`config.mk`:
```
export PLATFORM = sky130hd
export DESIGN_NAME = rtba_core
export DESIGN_NICKNAME = d
export VERILOG_FILES = /design/src/rtl/rtba_select.v /design/src/rtl/rtba_core.v
export VERILOG_INCLUDE_DIRS = /design/src /design/src/rtl
export SDC_FILE = /design/constraint.sdc
export NUM_CORES = 1
export LEC_CHECK = 0
export ABC_AREA = 1
export ABC_CLOCK_PERIOD_IN_PS = 8400
export BUFFER_PORTS_ARGS = -buffer_cell sky130_fd_sc_hd__buf_4
export CELL_PAD_IN_SITES_DETAIL_PLACEMENT = 0
export CELL_PAD_IN_SITES_GLOBAL_PLACEMENT = 1
export CORE_MARGIN = 4
export CORE_UTILIZATION = 35
export CTS_CLUSTER_SIZE = 40
export DETAILED_ROUTE_END_ITERATION = 10
export PLACE_DENSITY_LB_ADDON = 0.05
export SLEW_MARGIN = 20
export SYNTH_ARGS = -nofsm -noshare
export SYNTH_HDL_FRONTEND = slang
export SYNTH_HIERARCHICAL = 1
export SYNTH_SLANG_ARGS = --single-unit
export TNS_END_PERCENT = 20
```
`constraint.sdc`:
```
create_clock -name clk_i -period 8.4 [get_ports clk_i]
set_input_delay 0.42 -clock clk_i [delete_from_list [all_inputs] [get_ports clk_i]]
set_output_delay 0.42 -clock clk_i [all_outputs]
set_load 0.1 [all_outputs]
```
`src/rtl/rtba_consts.vh`:
```
// constants of the real-time bit allocation block
// assumes inclusion by bare name from each design file
`ifndef RTBA_CONSTS_VH
`define RTBA_CONSTS_VH

// parameter numbers on the service channel
`define RTBA_P_CTL2_SRC 16'h012F
`define RTBA_P_ST1_VAL 16'h0130
`define RTBA_P_ST1_SRC 16'h0131
`define RTBA_P_ST2_VAL 16'h0132
`define RTBA_P_ST2_SRC 16'h0133
`define RTBA_P_TRAVEL 16'h0143
`define RTBA_P_INPOS 16'h0150

// signal identifiers that may be allocated
`define RTBA_ID_NONE 16'h0000
`define RTBA_ID_INPOS 16'h0150
`define RTBA_ID_HOME 16'h0190
`define RTBA_ID_FBREF 16'h0193
`define RTBA_ID_S409 16'h0199
`define RTBA_ID_S410 16'h019A
`define RTBA_ID_S411 16'h019B
`define RTBA_ID_S412 16'h019C
`define RTBA_ID_PROBE1 16'h0195
`define RTBA_ID_PROBE2 16'h0196
`define RTBA_ID_AUX 16'h0BDE

// reset value of every allocation
`define RTBA_SRC_RST 16'h0000

// field positions and masks
`define RTBA_RTC2_POS 7
`define RTBA_RT1_MASK 16'h0040
`define RTBA_RT2_MASK 16'h0080
`define RTBA_DIAG2_MASK 16'h2000
`define RTBA_DIAG3_MASK 16'h0040

// service channel element carrying operating data
`define RTBA_ELEM_DATA 3'h7

// communication phases
`define RTBA_CP2 3'h2
`define RTBA_CP4 3'h4

// travel-range warning codes
`define RTBA_WARN_NONE 3'h0
`define RTBA_WARN_POS_A 3'h1
`define RTBA_WARN_POS_B 3'h2
`define RTBA_WARN_NEG_A 3'h3
`define RTBA_WARN_NEG_B 3'h4

// flash half period and clock rate
`define RTBA_FLASH_HALF_MS 250
`define RTBA_CLK_KHZ 50000

`endif

```
`src/rtl/rtba_select.v`:
```
// status source selector: maps an allocation identifier onto one signal
// assumes signals are already synchronous to the caller's clock
`timescale 1ns/1ps
`include "rtba_consts.vh"

module rtba_select (
    input wire [15:0] src_id_i,
    input wire [6:0] sig_i,
    output reg bit_o,
    output reg valid_o
);

    // identifier decode; the undefined one and any unknown one give low
    always @* begin
        bit_o = 1'b0;
        valid_o = 1'b1;
        case (src_id_i)
            `RTBA_ID_NONE: begin
                bit_o = 1'b0;
            end
            `RTBA_ID_INPOS: begin
                bit_o = sig_i[0];
            end
            `RTBA_ID_HOME: begin
                bit_o = sig_i[1];
            end
            `RTBA_ID_FBREF: begin
                bit_o = sig_i[2];
            end
            `RTBA_ID_S409: begin
                bit_o = sig_i[3];
            end
            `RTBA_ID_S410: begin
                bit_o = sig_i[4];
            end
            `RTBA_ID_S411: begin
                bit_o = sig_i[5];
            end
            `RTBA_ID_S412: begin
                bit_o = sig_i[6];
            end
            default: begin
                valid_o = 1'b0;
            end
        endcase
    end

endmodule // rtba_select

```
`src/rtl/rtba_core.v`:
```
// real-time bit allocation: control bit 2 routing, status bits 1 and 2,
// in-position and travel-range flags, parameter access by service channel
// assumes all inputs synchronous to clk_i and cyc_tick_i one pulse per cycle
`timescale 1ns/1ps
`include "rtba_consts.vh"

// How it works
// control bit 2 from bit 7, allocated
// master may toggle control bits each cycle
// status bit 1 goes to bit 6
// status bit 2 goes to bit 7
// both status bits refreshed each cycle in phase 4
// status allocation: binary identifiers, 0 undefined
// only 0,336,400,403,409-412 accepted
// master drops old meaning after write
// old allocation holds until busy rises
// master uses new meaning after busy clears
// readable value of each status bit
// travel warning on target or limit switch
// travel warning mirrors class 2 bit 13
// distinct flashing codes per violated side
// in-position when error inside window
// in-position mirrors class 3 bit 6, selectable
// control allocation: 0, probes, or 3038
// new control meaning live before busy clears
// undefined status allocation drives low
module rtba_core #(
    parameter CNT_W = 24,
    parameter FLASH_HALF_CYC = `RTBA_FLASH_HALF_MS * `RTBA_CLK_KHZ
) (
    input wire clk_i,
    input wire rst_n_i,
    input wire cyc_tick_i,
    input wire [2:0] phase_i,
    input wire [15:0] mdt_ctrl_i,
    input wire [15:0] at_status_base_i,
    input wire [15:0] diag2_base_i,
    input wire [15:0] diag3_base_i,
    input wire control_source_selector_i,
    input wire [31:0] pos_cmd_i,
    input wire [31:0] pos_fb_i,
    input wire [31:0] position_window_param_i,
    input wire home_sw_i,
    input wire fb_ref_i,
    input wire [3:0] st_aux_i,
    input wire tgt_pos_i,
    input wire tgt_neg_i,
    input wire lim_pos_i,
    input wire lim_neg_i,
    input wire sc_req_i,
    input wire sc_wr_i,
    input wire [15:0] sc_idn_i,
    input wire [2:0] sc_elem_i,
    input wire [15:0] sc_wdata_i,
    output wire sc_busy_o,
    output wire sc_done_o,
    output wire sc_err_o,
    output wire [15:0] sc_rdata_o,
    output wire [15:0] at_status_o,
    output wire [15:0] diag2_o,
    output wire [15:0] diag3_o,
    output wire probe1_en_o,
    output wire probe2_en_o,
    output wire aux_ctrl_o,
    output wire [2:0] warn_code_o,
    output wire warn_flash_o
);

    localparam ST_IDLE = 2'h0;
    localparam ST_EXEC = 2'h1;
    localparam ST_DONE = 2'h2;
    localparam [CNT_W-1:0] FLASH_LAST = FLASH_HALF_CYC[CNT_W-1:0] - 1'b1;

    reg [1:0] state_reg;
    reg busy_reg;
    reg done_reg;
    reg err_reg;
    reg [15:0] rdata_reg;
    reg req_wr_reg;
    reg [15:0] req_idn_reg;
    reg [2:0] req_elem_reg;
    reg [15:0] req_wdata_reg;
    reg [15:0] ctl_src_reg;
    reg [15:0] st_src_reg [0:1];
    reg rtc2_reg;
    reg [15:0] at_status_reg;
    reg [15:0] diag2_reg;
    reg [15:0] diag3_reg;
    reg probe1_reg;
    reg probe2_reg;
    reg aux_reg;
    reg inpos_reg;
    reg travel_reg;
    reg [2:0] warn_reg;
    reg blink_reg;
    reg [CNT_W-1:0] flash_cnt_reg;
    reg [15:0] rd_mux;
    reg [2:0] warn_next;

    wire [1:0] rt_val;
    wire [6:0] st_sig;
    wire cand_valid;
    wire [32:0] pdiff;
    wire [32:0] pabs;
    wire inpos_now;
    wire travel_now;
    wire phase_wr_ok;
    wire is_st_src;
    wire st_idx;
    wire ctl_valid;
    wire mapped;
    wire writable;
    wire exec_err;

    // status signals offered for allocation
    assign st_sig = {st_aux_i, fb_ref_i, home_sw_i, inpos_reg};

    // per-bit source decode
    genvar gi;
    generate
        for (gi = 0; gi < 2; gi = gi + 1) begin : g_rts
            rtba_select u_sel (
                .src_id_i(st_src_reg[gi]),
                .sig_i(st_sig),
                .bit_o(rt_val[gi]),
                .valid_o()
            );
        end
    endgenerate

    // candidate check for a status allocation write
    rtba_select u_cand (
        .src_id_i(req_wdata_reg),
        .sig_i(st_sig),
        .bit_o(),
        .valid_o(cand_valid)
    );

    // following error magnitude against the window
    assign pdiff = {pos_cmd_i[31], pos_cmd_i} - {pos_fb_i[31], pos_fb_i};
    assign pabs = pdiff[32] ? (33'h000000000 - pdiff) : pdiff;
    assign inpos_now = (pabs <= {1'b0, position_window_param_i});

    // target outside range or a limit switch active
    assign travel_now = tgt_pos_i | tgt_neg_i | lim_pos_i | lim_neg_i;

    // control identifier check against the selector
    assign ctl_valid = (req_wdata_reg == `RTBA_ID_NONE) ||
        (!control_source_selector_i &&
         ((req_wdata_reg == `RTBA_ID_PROBE1) ||
          (req_wdata_reg == `RTBA_ID_PROBE2))) ||
        (control_source_selector_i && (req_wdata_reg == `RTBA_ID_AUX));

    // request decode
    assign phase_wr_ok = (phase_i >= `RTBA_CP2) && (phase_i <= `RTBA_CP4);
    assign is_st_src = (req_idn_reg == `RTBA_P_ST1_SRC) ||
        (req_idn_reg == `RTBA_P_ST2_SRC);
    assign st_idx = (req_idn_reg == `RTBA_P_ST2_SRC);
    assign writable = is_st_src || (req_idn_reg == `RTBA_P_CTL2_SRC);
    assign mapped = writable || (req_idn_reg == `RTBA_P_ST1_VAL) ||
        (req_idn_reg == `RTBA_P_ST2_VAL) ||
        (req_idn_reg == `RTBA_P_TRAVEL) ||
        (req_idn_reg == `RTBA_P_INPOS);
    assign exec_err = (req_elem_reg != `RTBA_ELEM_DATA) || !mapped ||
        (req_wr_reg && (!writable || !phase_wr_ok ||
         (is_st_src && !cand_valid) ||
         (!is_st_src && !ctl_valid)));

    // read data for each parameter
    always @* begin
        rd_mux = 16'h0000;
        case (req_idn_reg)
            `RTBA_P_CTL2_SRC: begin
                rd_mux = ctl_src_reg;
            end
            `RTBA_P_ST1_SRC: begin
                rd_mux = st_src_reg[0];
            end
            `RTBA_P_ST2_SRC: begin
                rd_mux = st_src_reg[1];
            end
            `RTBA_P_ST1_VAL: begin
                rd_mux = {15'h0000, rt_val[0]};
            end
            `RTBA_P_ST2_VAL: begin
                rd_mux = {15'h0000, rt_val[1]};
            end
            `RTBA_P_TRAVEL: begin
                rd_mux = {15'h0000, travel_reg};
            end
            `RTBA_P_INPOS: begin
                rd_mux = {15'h0000, inpos_reg};
            end
            default: begin
                rd_mux = 16'h0000;
            end
        endcase
    end

    // service channel handshake; busy frames every access
    always @(posedge clk_i) begin
        if (!rst_n_i) begin
            state_reg <= ST_IDLE;
            busy_reg <= 1'b0;
            done_reg <= 1'b0;
            err_reg <= 1'b0;
            rdata_reg <= 16'h0000;
            req_wr_reg <= 1'b0;
            req_idn_reg <= 16'h0000;
            req_elem_reg <= 3'h0;
            req_wdata_reg <= 16'h0000;
            ctl_src_reg <= `RTBA_SRC_RST;
            st_src_reg[0] <= `RTBA_SRC_RST;
            st_src_reg[1] <= `RTBA_SRC_RST;
        end else begin
            done_reg <= 1'b0;
            case (state_reg)
                ST_IDLE: begin
                    // busy rises before any allocation changes
                    if (sc_req_i) begin
                        busy_reg <= 1'b1;
                        req_wr_reg <= sc_wr_i;
                        req_idn_reg <= sc_idn_i;
                        req_elem_reg <= sc_elem_i;
                        req_wdata_reg <= sc_wdata_i;
                        state_reg <= ST_EXEC;
                    end
                end
                ST_EXEC: begin
                    err_reg <= exec_err;
                    rdata_reg <= (exec_err || req_wr_reg) ? 16'h0000 : rd_mux;
                    // new control meaning applied while busy
                    if (!exec_err && req_wr_reg && !is_st_src) begin
                        ctl_src_reg <= req_wdata_reg;
                    end
                    // new status source applied while busy
                    if (!exec_err && req_wr_reg && is_st_src) begin
                        st_src_reg[st_idx] <= req_wdata_reg;
                    end
                    state_reg <= ST_DONE;
                end
                ST_DONE: begin
                    // busy clears one cycle after the change
                    busy_reg <= 1'b0;
                    done_reg <= 1'b1;
                    state_reg <= ST_IDLE;
                end
                default: begin
                    busy_reg <= 1'b0;
                    state_reg <= ST_IDLE;
                end
            endcase
        end
    end

    // control bit 2 sampled every communication cycle
    always @(posedge clk_i) begin
        if (!rst_n_i) begin
            rtc2_reg <= 1'b0;
        end else if (cyc_tick_i) begin
            rtc2_reg <= mdt_ctrl_i[`RTBA_RTC2_POS];
        end
    end

    // route control bit 2 to the allocated signal
    always @(posedge clk_i) begin
        if (!rst_n_i) begin
            probe1_reg <= 1'b0;
            probe2_reg <= 1'b0;
            aux_reg <= 1'b0;
        end else begin
            probe1_reg <= rtc2_reg && !control_source_selector_i &&
                (ctl_src_reg == `RTBA_ID_PROBE1);
            probe2_reg <= rtc2_reg && !control_source_selector_i &&
                (ctl_src_reg == `RTBA_ID_PROBE2);
            aux_reg <= rtc2_reg && control_source_selector_i &&
                (ctl_src_reg == `RTBA_ID_AUX);
        end
    end

    // status word rebuilt every cycle tick in phase 4
    always @(posedge clk_i) begin
        if (!rst_n_i) begin
            at_status_reg <= 16'h0000;
        end else if (cyc_tick_i) begin
            // status bits at positions 6 and 7
            if (phase_i == `RTBA_CP4) begin
                at_status_reg <= (at_status_base_i &
                    ~(`RTBA_RT1_MASK | `RTBA_RT2_MASK)) |
                    (rt_val[0] ? `RTBA_RT1_MASK : 16'h0000) |
                    (rt_val[1] ? `RTBA_RT2_MASK : 16'h0000);
            end else begin
                at_status_reg <= at_status_base_i &
                    ~(`RTBA_RT1_MASK | `RTBA_RT2_MASK);
            end
        end
    end

    // flags and diagnostic words, all taken on the same edge
    always @(posedge clk_i) begin
        if (!rst_n_i) begin
            inpos_reg <= 1'b0;
            travel_reg <= 1'b0;
            diag2_reg <= 16'h0000;
            diag3_reg <= 16'h0000;
        end else begin
            inpos_reg <= inpos_now;
            travel_reg <= travel_now;
            // travel flag mirrored in class 2 bit 13
            diag2_reg <= (diag2_base_i & ~`RTBA_DIAG2_MASK) |
                (travel_now ? `RTBA_DIAG2_MASK : 16'h0000);
            // in-position mirrored in class 3 bit 6
            diag3_reg <= (diag3_base_i & ~`RTBA_DIAG3_MASK) |
                (inpos_now ? `RTBA_DIAG3_MASK : 16'h0000);
        end
    end

    // warning code by side; positive side first, limit switch outranks target within a side
    always @* begin
        if (lim_pos_i) begin
            warn_next = `RTBA_WARN_POS_B;
        end else if (tgt_pos_i) begin
            warn_next = `RTBA_WARN_POS_A;
        end else if (lim_neg_i) begin
            warn_next = `RTBA_WARN_NEG_B;
        end else if (tgt_neg_i) begin
            warn_next = `RTBA_WARN_NEG_A;
        end else begin
            warn_next = `RTBA_WARN_NONE;
        end
    end

    // flash timer runs only while a warning stands
    always @(posedge clk_i) begin
        if (!rst_n_i) begin
            warn_reg <= `RTBA_WARN_NONE;
            blink_reg <= 1'b0;
            flash_cnt_reg <= {CNT_W{1'b0}};
        end else begin
            warn_reg <= warn_next;
            if (warn_next == `RTBA_WARN_NONE) begin
                blink_reg <= 1'b0;
                flash_cnt_reg <= {CNT_W{1'b0}};
            end else if (flash_cnt_reg == FLASH_LAST) begin
                blink_reg <= !blink_reg;
                flash_cnt_reg <= {CNT_W{1'b0}};
            end else begin
                flash_cnt_reg <= flash_cnt_reg + 1'b1;
            end
        end
    end

    // outputs straight from flip-flops
    assign sc_busy_o = busy_reg;
    assign sc_done_o = done_reg;
    assign sc_err_o = err_reg;
    assign sc_rdata_o = rdata_reg;
    assign at_status_o = at_status_reg;
    assign diag2_o = diag2_reg;
    assign diag3_o = diag3_reg;
    assign probe1_en_o = probe1_reg;
    assign probe2_en_o = probe2_reg;
    assign aux_ctrl_o = aux_reg;
    assign warn_code_o = warn_reg;
    assign warn_flash_o = blink_reg;

endmodule // rtba_core

```
After elaboration in Yosys (flattened, before gate mapping)
Memories as Yosys holds them, arrays and structs flattened.
Index checks and enable logic that the tools add are counted.
{"block": "word_totals", "inputBits": 214, "output_inout_bits": 74, "elab_cells": 154, "ram_bits": 32, "reg_bits": 155, "n_memories": 1}
{"memory": "st_src_reg", "depth": 2, "word_bits": 16, "rd": 2, "rd_clocked_by_memory_dff": 0, "wr": 2, "line": "rtba_core.v:84", "source": "reg [15:0] st_src_reg [0:1];"}
{"block": "op_classes", "addsub": 3, "bitwise": 9, "n_reduce_logical": 48, "mux": 28, "n_lt_le_gt_ge": 3, "eq_ne": 40}
{"cell": "16-bit by 9-bit equality test with 1-bit output, second input constant", "count": 32}
{"cell": "16-bit one-hot mux with 7 select lines", "count": 1}
{"cell": "16-bit 2-to-1 mux", "count": 3}
{"cell": "33-bit by 32-bit less-or-equal comparator with 1-bit output", "count": 1}
{"cell": "33-bit 2-to-1 mux", "count": 1}
{"cell": "1-bit by 33-bit subtractor with 33-bit output, first input constant", "count": 1}
{"cell": "32-bit by 32-bit subtractor with 33-bit output", "count": 1}
{"cell": "16-bit by 12-bit equality test with 1-bit output, second input constant", "count": 2}
{"cell": "16-bit by 7-bit bitwise OR with 16-bit output", "count": 2}
{"cell": "24-bit by 1-bit adder with 24-bit output, second input constant", "count": 1}
{"cell": "24-bit equality test, second input constant", "count": 1}
{"cell": "16-bit logical NOT", "count": 1}
{"cell": "16-bit by 14-bit bitwise OR with 16-bit output", "count": 1}
{"cell": "16-bit by 8-bit bitwise OR with 16-bit output", "count": 1}
{"cell": "16-bit OR reduction", "count": 1}
{"cell": "1-bit logical OR", "count": 15}
{"cell": "1-bit logical AND", "count": 14}
{"cell": "14-bit 2-to-1 mux", "count": 1}
{"cell": "7-bit 2-to-1 mux", "count": 2}
{"cell": "1-bit one-hot mux with 7 select lines", "count": 2}
{"cell": "1-bit 2-to-1 mux", "count": 10}
{"cell": "1-bit logical NOT", "count": 9}
{"cell": "3-bit 2-to-1 mux", "count": 3}
{"cell": "8-bit 2-to-1 mux", "count": 1}
{"cell": "other kinds (18)", "count": 24}

Depth between registers and ports, before layout
Gate-level depths: netlist of the first run.
{"block": "depth", "ltp_word": 19, "depth_mapped": 35, "ltp_nobuf": 34}

Modules after synthesis
The synthesis of the first run kept the hierarchy.
{"mod": "rtba_core", "seq_area_each_um2": 4023.9, "area_per_inst_um2": 11491.0, "cells_per_inst": 1755, "instances": 1}
{"mod": "rtba_select", "seq_area_each_um2": 0.0, "area_per_inst_um2": 382.9, "cells_per_inst": 79, "instances": 3}

Worst setup path after synthesis of the first run
Ideal clock, no wire load.
{"block": "synth_timing", "path_type": "input to register", "start": "in pos_cmd_i[0]", "end": "reg diag3_reg[6] (netlist: diag3_o[6])", "slack_ns": 4.671, "n_path_buf": 0, "cell_stages": 30, "t_required_ns": 8.284, "arrival_ns": 3.613, "setup_ns": 0.116, "cell_sequence": "inv_1 ha_1 fa_1 ha_1 inv_1 a21oi_1 nand3_1 nor2_1 nand2_1 nor2_1 nand3_1 nor2_2 nand3_1 nand2_1 xor2_1 inv_1 ha_1 nand2_1 inv_1 nand3_1 nor3_1 nand2_1 nand2_1 nand2_1 nand2_1 nand2_1 nand2_1 nand2_1 a21oi_1 nor2_1"}
{"block": "synth_between", "elab_chain_cells": 6}
{"item": "start: declaration", "line": "rtba_core.v:40", "source": "input wire [31:0] pos_cmd_i,"}
{"item": "32-bit by 32-bit subtractor with 33-bit output (*)", "line": "rtba_core.v:140", "source": "assign pdiff = {pos_cmd_i[31], pos_cmd_i} - {pos_fb_i[31], pos_fb_i};"}
{"item": "1-bit by 33-bit subtractor with 33-bit output", "line": "rtba_core.v:141", "source": "assign pabs = pdiff[32] ? (33'h000000000 - pdiff) : pdiff;"}
{"item": "33-bit 2-to-1 mux (*)", "line": "rtba_core.v:141"}
{"item": "33-bit by 32-bit less-or-equal comparator with 1-bit output (*)", "line": "rtba_core.v:142", "source": "assign inpos_now = (pabs <= {1'b0, position_window_param_i});"}
{"item": "7-bit 2-to-1 mux (*)", "line": "rtba_core.v:314", "source": "(inpos_now ? `RTBA_DIAG3_MASK : 16'h0000);"}
{"item": "16-bit by 7-bit bitwise OR with 16-bit output (*)", "line": "rtba_core.v:313", "source": "diag3_reg <= (diag3_base_i & ~`RTBA_DIAG3_MASK) |"}
{"item": "end signal: assignment", "line": "rtba_core.v:313"}
{"item": "end: declaration", "line": "rtba_core.v:88", "source": "reg [15:0] diag3_reg;"}
Mark *: on every way between the ends. The rest lies on a longest branch, timed or not.
A chain may end at the register's enable or synchronous reset.

Worst setup path in the final report of the first run
Ends and elaborated chain as after synthesis.

==> out/qor.txt, run 1 <==
POWER
----------------------------------------------------------------------------------------
Leakage power of the design                                                   0.00804 µW
Sw Ratio                                                                           34.6%
Sequential fraction of design power                                                37.7%
P per Cell Area                                                               167 nW/µm²
Net Sw Power                                                                      890 µW
Combinational fraction of design power                                             29.9%
Maximum resistive drop on vdd                                                     152 µV
Clock network fraction of design power                                             32.4%
Internal power component                                                         1680 µW

TIMING
----------------------------------------------------------------------------------------
Top achievable clock speed                                                       221 MHz
Headroom to the max-slew limit                                                     32.8%
Number of slew-limit violations in the final report                                    0
RSZ-0062 raised after global routing                                               false
Setup Skew                                                                     0.0155 ns
Slew @ Worst Pin                                                                 1.00 ns
Post-route minimum period                                                        4.53 ns
Final hold slack                                                                0.148 ns
Final setup violating endpoints                                                        0
Portion of the clock cycle consumed by the worst path in the final layout          53.9%
Post-route setup TNS                                                                0 ns
Number of hold violations in the final report                                          0

DETAILED ROUTING
----------------------------------------------------------------------------------------
Vias                                                                               12300
Detail-routed via count per cell                                                    4.67
Residual DRC count                                                                     0
Number of detailed-routing iterations run before antenna repair                        5
Post-route ant nets                                                                    0
Routed len/inst                                                                  14.4 µm
DRC marker count from the first detailed-route iteration                             608
Wire length reported by the detailed router                                      38.1 mm

CLOCKING
----------------------------------------------------------------------------------------
Buffers inserted during post-CTS setup optimization                                    0
Number of sinks driven by the clock tree                                             185
Max Root-Sink Buffers                                                                  2
Count of cells resized by post-cts repair                                              0
Buffer type at the clock tree root                                             clkbuf_16
Reg clk slew, reported paths                                                     0.07 ns
Worst-Skew Late Latency                                                          0.45 ns
Inserted Clock Buffers                                                                17
Number of H-tree branching levels                                                      4
CTS tree                                                                           built
Cts hold-fix bufs                                                                      0

DIE
----------------------------------------------------------------------------------------
Core area                                                                      34600 µm²
Die boundary width                                                                196 µm
Die height                                                                        196 µm
Starting Density                                                                   35.6%
Standard-cell rows                                                                    68
Io pins                                                                              288
Area enclosed by the die boundary                                              38300 µm²

GLOBAL ROUTING
----------------------------------------------------------------------------------------
Met2 track demand over resource                                                    30.6%
Number of antenna violations at the first check in global routing                      4
Overall global routing resource usage                                              19.7%
Global routing usage on met3                                                       5.53%
Global-route layer with the greatest usage                                          met2
Via count of the first global-routing pass                                         11900
Sum of overflow across all layers after global routing                                 0
First-pass GRT wire length                                                       61.5 mm
Largest net degree at the start of global routing                                     65
GR Layer Usage met1                                                                27.6%

FINISH
----------------------------------------------------------------------------------------
Final-layout fill cell count                                                        3776
Most frequent cells in the layout                                           nand2_1, inv_1, buf_4
Non-filler instance count after layout                                              2643
Inserted Diodes                                                                        0
Flip-flop count of the largest register after layout                                  32
Layout cell share with drive strength beyond 1                                     16.8%
Most frequent standard cell in the layout excluding fill and tap cells           nand2_1
Area delta synth->final                                                            24.7%
Combined flip-flop and latch cell area                                          4020 µm²
Final nets                                                                          2456
Total area of multi-input combinational cells                                   6730 µm²

LOGIC SYNTHESIS
----------------------------------------------------------------------------------------
Post-Syn Area per Cell                                                          6.41 µm²
Warnings, synthesis                                                                    6
Post-synth net total                                                                2205
Post-synthesis instance area                                                   12300 µm²
Count of mapped cells out of synthesis                                              1924

SETUP PATH
----------------------------------------------------------------------------------------
Startpoint Class                                                              input port
Type of the worst setup path                                                      in2reg
Setup slack, reg-to-reg                                                          4.49 ns
Cell seen most often among critical-path stages                                  nand2_1
Crit path max-delay family                                                  simple AND/OR/NAND/NOR gates
Combined buffer and inverter count along the critical path                             6
Slowest stage cell on the critical path                                             fa_1
Biggest cell delay along the critical path                                       0.38 ns
Arrival time at the worst endpoint                                               4.87 ns
Required @ worst endpoint                                                        8.74 ns
Critical Path Fanout Max                                                              29
Critical Path End Type                                                              flop

PLACE
----------------------------------------------------------------------------------------
Inst Count DP                                                                       2611
Routability congestion estimate                                                    0.850
Detailed placement HPWL                                                          31.1 mm
I/O Buffers                                                                          268

RUN
----------------------------------------------------------------------------------------
Number of max-cap violations                                                           0

WORST HOLD PATH
----------------------------------------------------------------------------------------
Worst hold path type                                                              in2reg

RUN STATUS
----------------------------------------------------------------------------------------
Run status                                                                  complete, no violations

per-stage QoR:
stage	area, µm²	power (µW)	util (%)	worst slack (ns)
after floorplan	12300	1530	-	4.67
after global placement	14800	1750	42.6	3.54
after detailed placement	14800	1760	42.6	3.50
after CTS	15400	2600	44.4	3.97
after global routing	15400	2740	44.4	3.41
final	15400	2570	44.4	3.87
final cells by class:
cell class / instances / area share, %
Clock inverter: 9 / 0.716
Multi-Input combinational cell: 1326 / 43.8
Inverter: 373 / 9.11
Timing Repair Buffer: 272 / 13.3
Sequential cell: 185 / 26.2
Clock buffer: 23 / 3.24
Tap cell: 455 / 3.70
power by group through the flow:
stage                     combinational [µW]  clock [µW]  sequential, µW
after global placement                   766           0             988
final                                    769         832             969
after detailed placement                 774           0             989
after floorplan                          446           0            1080
after global routing                     872         891             974
after CTS                                777         857             969
tightest hold or removal path, cell delays in order:
cell,delay [ns]
buf_4,0.07
nand2_1,0.04
inv_1,0.04
path summary, 6_finish.rpt:
path,start,end,cells past startpoint
max reg2reg,req_idn_reg[14],st_src_reg[0][4],11
min,diag2_base_i[10],diag2_o[10],3
max,pos_cmd_i[0],diag3_o[6],36
min reg2reg,state_reg[0],sc_done_o,1
metal layers:
layer / part of all wire, % / vias up / wire length (µm)
met5: 0.12 / - / 45
met4: 1.1 / 8 / 402
met3: 6.7 / 32 / 2530
met2: 43 / 270 / 16400
met1: 49 / 5512 / 18700
li1: - / 6520 / -
Note: power is estimated with default switching activity, not from simulation.
==> inputs of run 2 (changes only) <==
--- a/config.mk
+++ b/config.mk
@@ -6,8 +6,8 @@
 export SDC_FILE = /design/constraint.sdc
 export NUM_CORES = 1
 export LEC_CHECK = 0
-export ABC_AREA = 1
-export ABC_CLOCK_PERIOD_IN_PS = 8400
+export ABC_AREA = 0
+export ABC_CLOCK_PERIOD_IN_PS = 4200
 export BUFFER_PORTS_ARGS = -buffer_cell sky130_fd_sc_hd__buf_4
 export CELL_PAD_IN_SITES_DETAIL_PLACEMENT = 0
 export CELL_PAD_IN_SITES_GLOBAL_PLACEMENT = 1
==> constraint.sdc (replaced) <==
create_clock -name clk_i -period 4.2 [get_ports clk_i]
set_input_delay 0.21 -clock clk_i [delete_from_list [all_inputs] [get_ports clk_i]]
set_output_delay 0.21 -clock clk_i [all_outputs]
set_load 0.1 [all_outputs]
==> run 2 against run 1 <==
The run now ends with setup timing left. Non-clock buffer count up 204. Flip-flop and latch count unchanged. Critical path type unchanged. Count of clock-buffer cells in the layout down 4. Worst hold slack worse by 0.13 ns. Utilization up 6.7 points. Global-route usage down 0.35 points. Routed wire length down 8.9%. Power up 100%. Setup slack worse by 3.9 ns. Register-to-register slack worse by 3.9 ns. Clock power up 90%.
==> out/qor.txt, run 2 <==
RUN STATUS
----------------------------------------------------------------------------------------
Run status                                                                  finished with violations
Failing checks                                                              setup timing

LOGIC SYNTHESIS
----------------------------------------------------------------------------------------
Count of mapped cells out of synthesis                                              1348
Post-Syn Area per Cell                                                          8.20 µm²
Post-synthesis instance area                                                   11000 µm²
Warnings, synthesis                                                                    6
Post-synth net total                                                                1629

TIMING
----------------------------------------------------------------------------------------
Setup Skew                                                                     0.0156 ns
Slew @ Worst Pin                                                                0.917 ns
Setup ws final                                                                -0.0701 ns
Top achievable clock speed                                                       234 MHz
Headroom to the max-slew limit                                                     38.9%
Final setup violating endpoints                                                        1
Post-route minimum period                                                        4.27 ns
Number of slew-limit violations in the final report                                    0
Number of hold violations in the final report                                          0
Portion of the clock cycle consumed by the worst path in the final layout           102%
RSZ-0062 raised after global routing                                                true

DETAILED ROUTING
----------------------------------------------------------------------------------------
Vias                                                                               10800
Routed len/inst                                                                  15.8 µm
Residual DRC count                                                                     0
Detail-routed via count per cell                                                    4.94
Wire length reported by the detailed router                                      34.7 mm
Post-route ant nets                                                                    0
Number of detailed-routing iterations run before antenna repair                        5
DRC marker count from the first detailed-route iteration                             470

SETUP PATH
----------------------------------------------------------------------------------------
Launching point of the worst reg2reg path                                   req_idn_reg[10]
Type of the worst setup path                                                      in2reg
Critical Path End Type                                                              flop
Startpoint Class                                                              input port
Required @ worst endpoint                                                        4.57 ns
Arrival time at the worst endpoint                                               4.64 ns
Setup slack, reg-to-reg                                                          0.64 ns
Worst reg2reg path depth                                                               9
R2r endpoint                                                                st_src_reg[0][5]
Critical Path Fanout Max                                                               4

PLACE
----------------------------------------------------------------------------------------
Placement Setup Slack                                                          -0.749 ns
Routability congestion estimate                                                    0.878
Total placed instance area                                                     14500 µm²
Detailed placement HPWL                                                          27.6 mm
I/O Buffers                                                                          268

FINISH
----------------------------------------------------------------------------------------
Inserted Diodes                                                                        0
Util after Layout                                                                  51.1%
Final nets                                                                          2069
Most frequent cells in the layout                                           buf_4, nand2_1, dfxtp_1
Area delta synth->final                                                            42.6%
Layout cell share with drive strength beyond 1                                     28.3%
Most frequent standard cell in the layout excluding fill and tap cells             buf_4
Design Area, Final                                                             15800 µm²
Flip-flop count of the largest register after layout                                  32

DIE
----------------------------------------------------------------------------------------
Standard-cell rows                                                                    64
Core area                                                                      30800 µm²
Die height                                                                        186 µm
Die boundary width                                                                186 µm
Starting Density                                                                   35.8%
Io pins                                                                              288
Area enclosed by the die boundary                                              34500 µm²

GLOBAL ROUTING
----------------------------------------------------------------------------------------
Sum of overflow across all layers after global routing                                 0
First-pass GRT wire length                                                       53.9 mm
Via count of the first global-routing pass                                         10700
Overall global routing resource usage                                              19.4%
Largest net degree at the start of global routing                                     52
Number of antenna violations at the first check in global routing                      0

WORST HOLD PATH
----------------------------------------------------------------------------------------
Origin of the worst min-delay path                                          at_status_base_i[8]
Min-Delay Endpoint                                                          at_status_o[8]
Worst hold path type                                                              in2reg
Hold-critical path depth                                                               3

CLOCKING
----------------------------------------------------------------------------------------
Number of sinks driven by the clock tree                                             185
Max Root-Sink Buffers                                                                  2
Inserted Clock Buffers                                                                17
Number of H-tree branching levels                                                      4
Buffer type at the clock tree root                                             clkbuf_16
CTS tree                                                                           built
Worst-Skew Late Latency                                                          0.44 ns
Reg clk slew, reported paths                                                     0.07 ns

POWER
----------------------------------------------------------------------------------------
Maximum resistive drop on vdd                                                     292 µV
Clock network fraction of design power                                             30.3%
P per Cell Area                                                               331 nW/µm²
Sw Ratio                                                                           32.8%
Leakage power of the design                                                   0.00705 µW
Internal power component                                                         3510 µW
Net Sw Power                                                                     1710 µW
Combinational fraction of design power                                             32.9%
Sequential fraction of design power                                                36.8%
Overall Power                                                                    5220 µW

RUN
----------------------------------------------------------------------------------------
Number of max-cap violations                                                           0

## run 2: worst max path at each step
stage                       startpoint    endpoint  slack [ns]  cells after the start
after floorplan            pos_fb_i[1]  diag3_o[6]       -0.30                     21
after global placement    pos_cmd_i[0]  diag3_o[6]       -0.71                     26
after detailed placement  pos_cmd_i[0]  diag3_o[6]       -0.75                     26
after CTS                  pos_fb_i[1]  diag3_o[6]       -0.03                     23
after global routing      pos_cmd_i[0]  diag3_o[6]       -0.27                     24
final                      pos_fb_i[1]  diag3_o[6]       -0.07                     23
## run 2: worst max-delay path, stage by stage
cell,delay [ns]
buf_6,0.10
inv_4,0.04
ha_4,0.18
nor2b_4,0.12
o2111a_1,0.24
or3_4,0.38
a211oi_2,0.23
or4b_4,0.54
or3_4,0.38
or3_4,0.36
o21ai_2,0.13
xnor2_1,0.13
ha_1,0.26
a21o_1,0.16
a21oi_1,0.13
nor2b_1,0.06
o21ai_1,0.11
nand2b_1,0.06
a221o_1,0.30
a21oi_2,0.12
o21ai_1,0.06
a21oi_1,0.15
o41a_1,0.16
## run 2: stage by stage
stage / TNS, ns / hold slack [ns] / cells
after CTS: -0.0322 / 0.000625 / 2193
after global placement: -0.706 / 0.406 / 2112
final: -0.0701 / 0.0210 / 2196
after detailed placement: -0.749 / 0.409 / 2112
after floorplan: -0.304 / 0.287 / 1348
after global routing: -0.275 / 0.0164 / 2196
## run 2: cell type report
cell class	count	area (µm²)
inverter	96	363
sequential	185	4020
multi-input combinational	1012	6610
fill	3031	15100
tap	396	495
clock inverter	12	129
timing repair buffer	476	3690
clock buffer	19	443
## run 2: per-layer routing
layer | global-route usage [%] | share of wire [%]
met5 | 0 | 0
met4 | 6.59 | 2.8
met1 | 23.8 | 44
met3 | 2.42 | 3.4
met2 | 35.0 | 50
## run 2: timing repair
| action | CTS | global route |
|---|---|---|
| pin swaps | 8 | 6 |
| endpoints found under the hold margin | 43 | 0 |
| setup endpoints to repair | 1 | 1 |
| hold buffers | 44 | 0 |
| setup buffers | 6 | 3 |
| gates resized for setup | 16 | 16 |
## run 2: power groups by stage
stage / Sequential, µW / Combinational, µW / Clock [µW]
global route: 1930 / 1890 / 1690
CTS: 1920 / 1710 / 1630
finish: 1920 / 1720 / 1580
floorplan: 2130 / 830 / 0
global placement: 1960 / 1630 / 0
detailed placement: 1960 / 1640 / 0
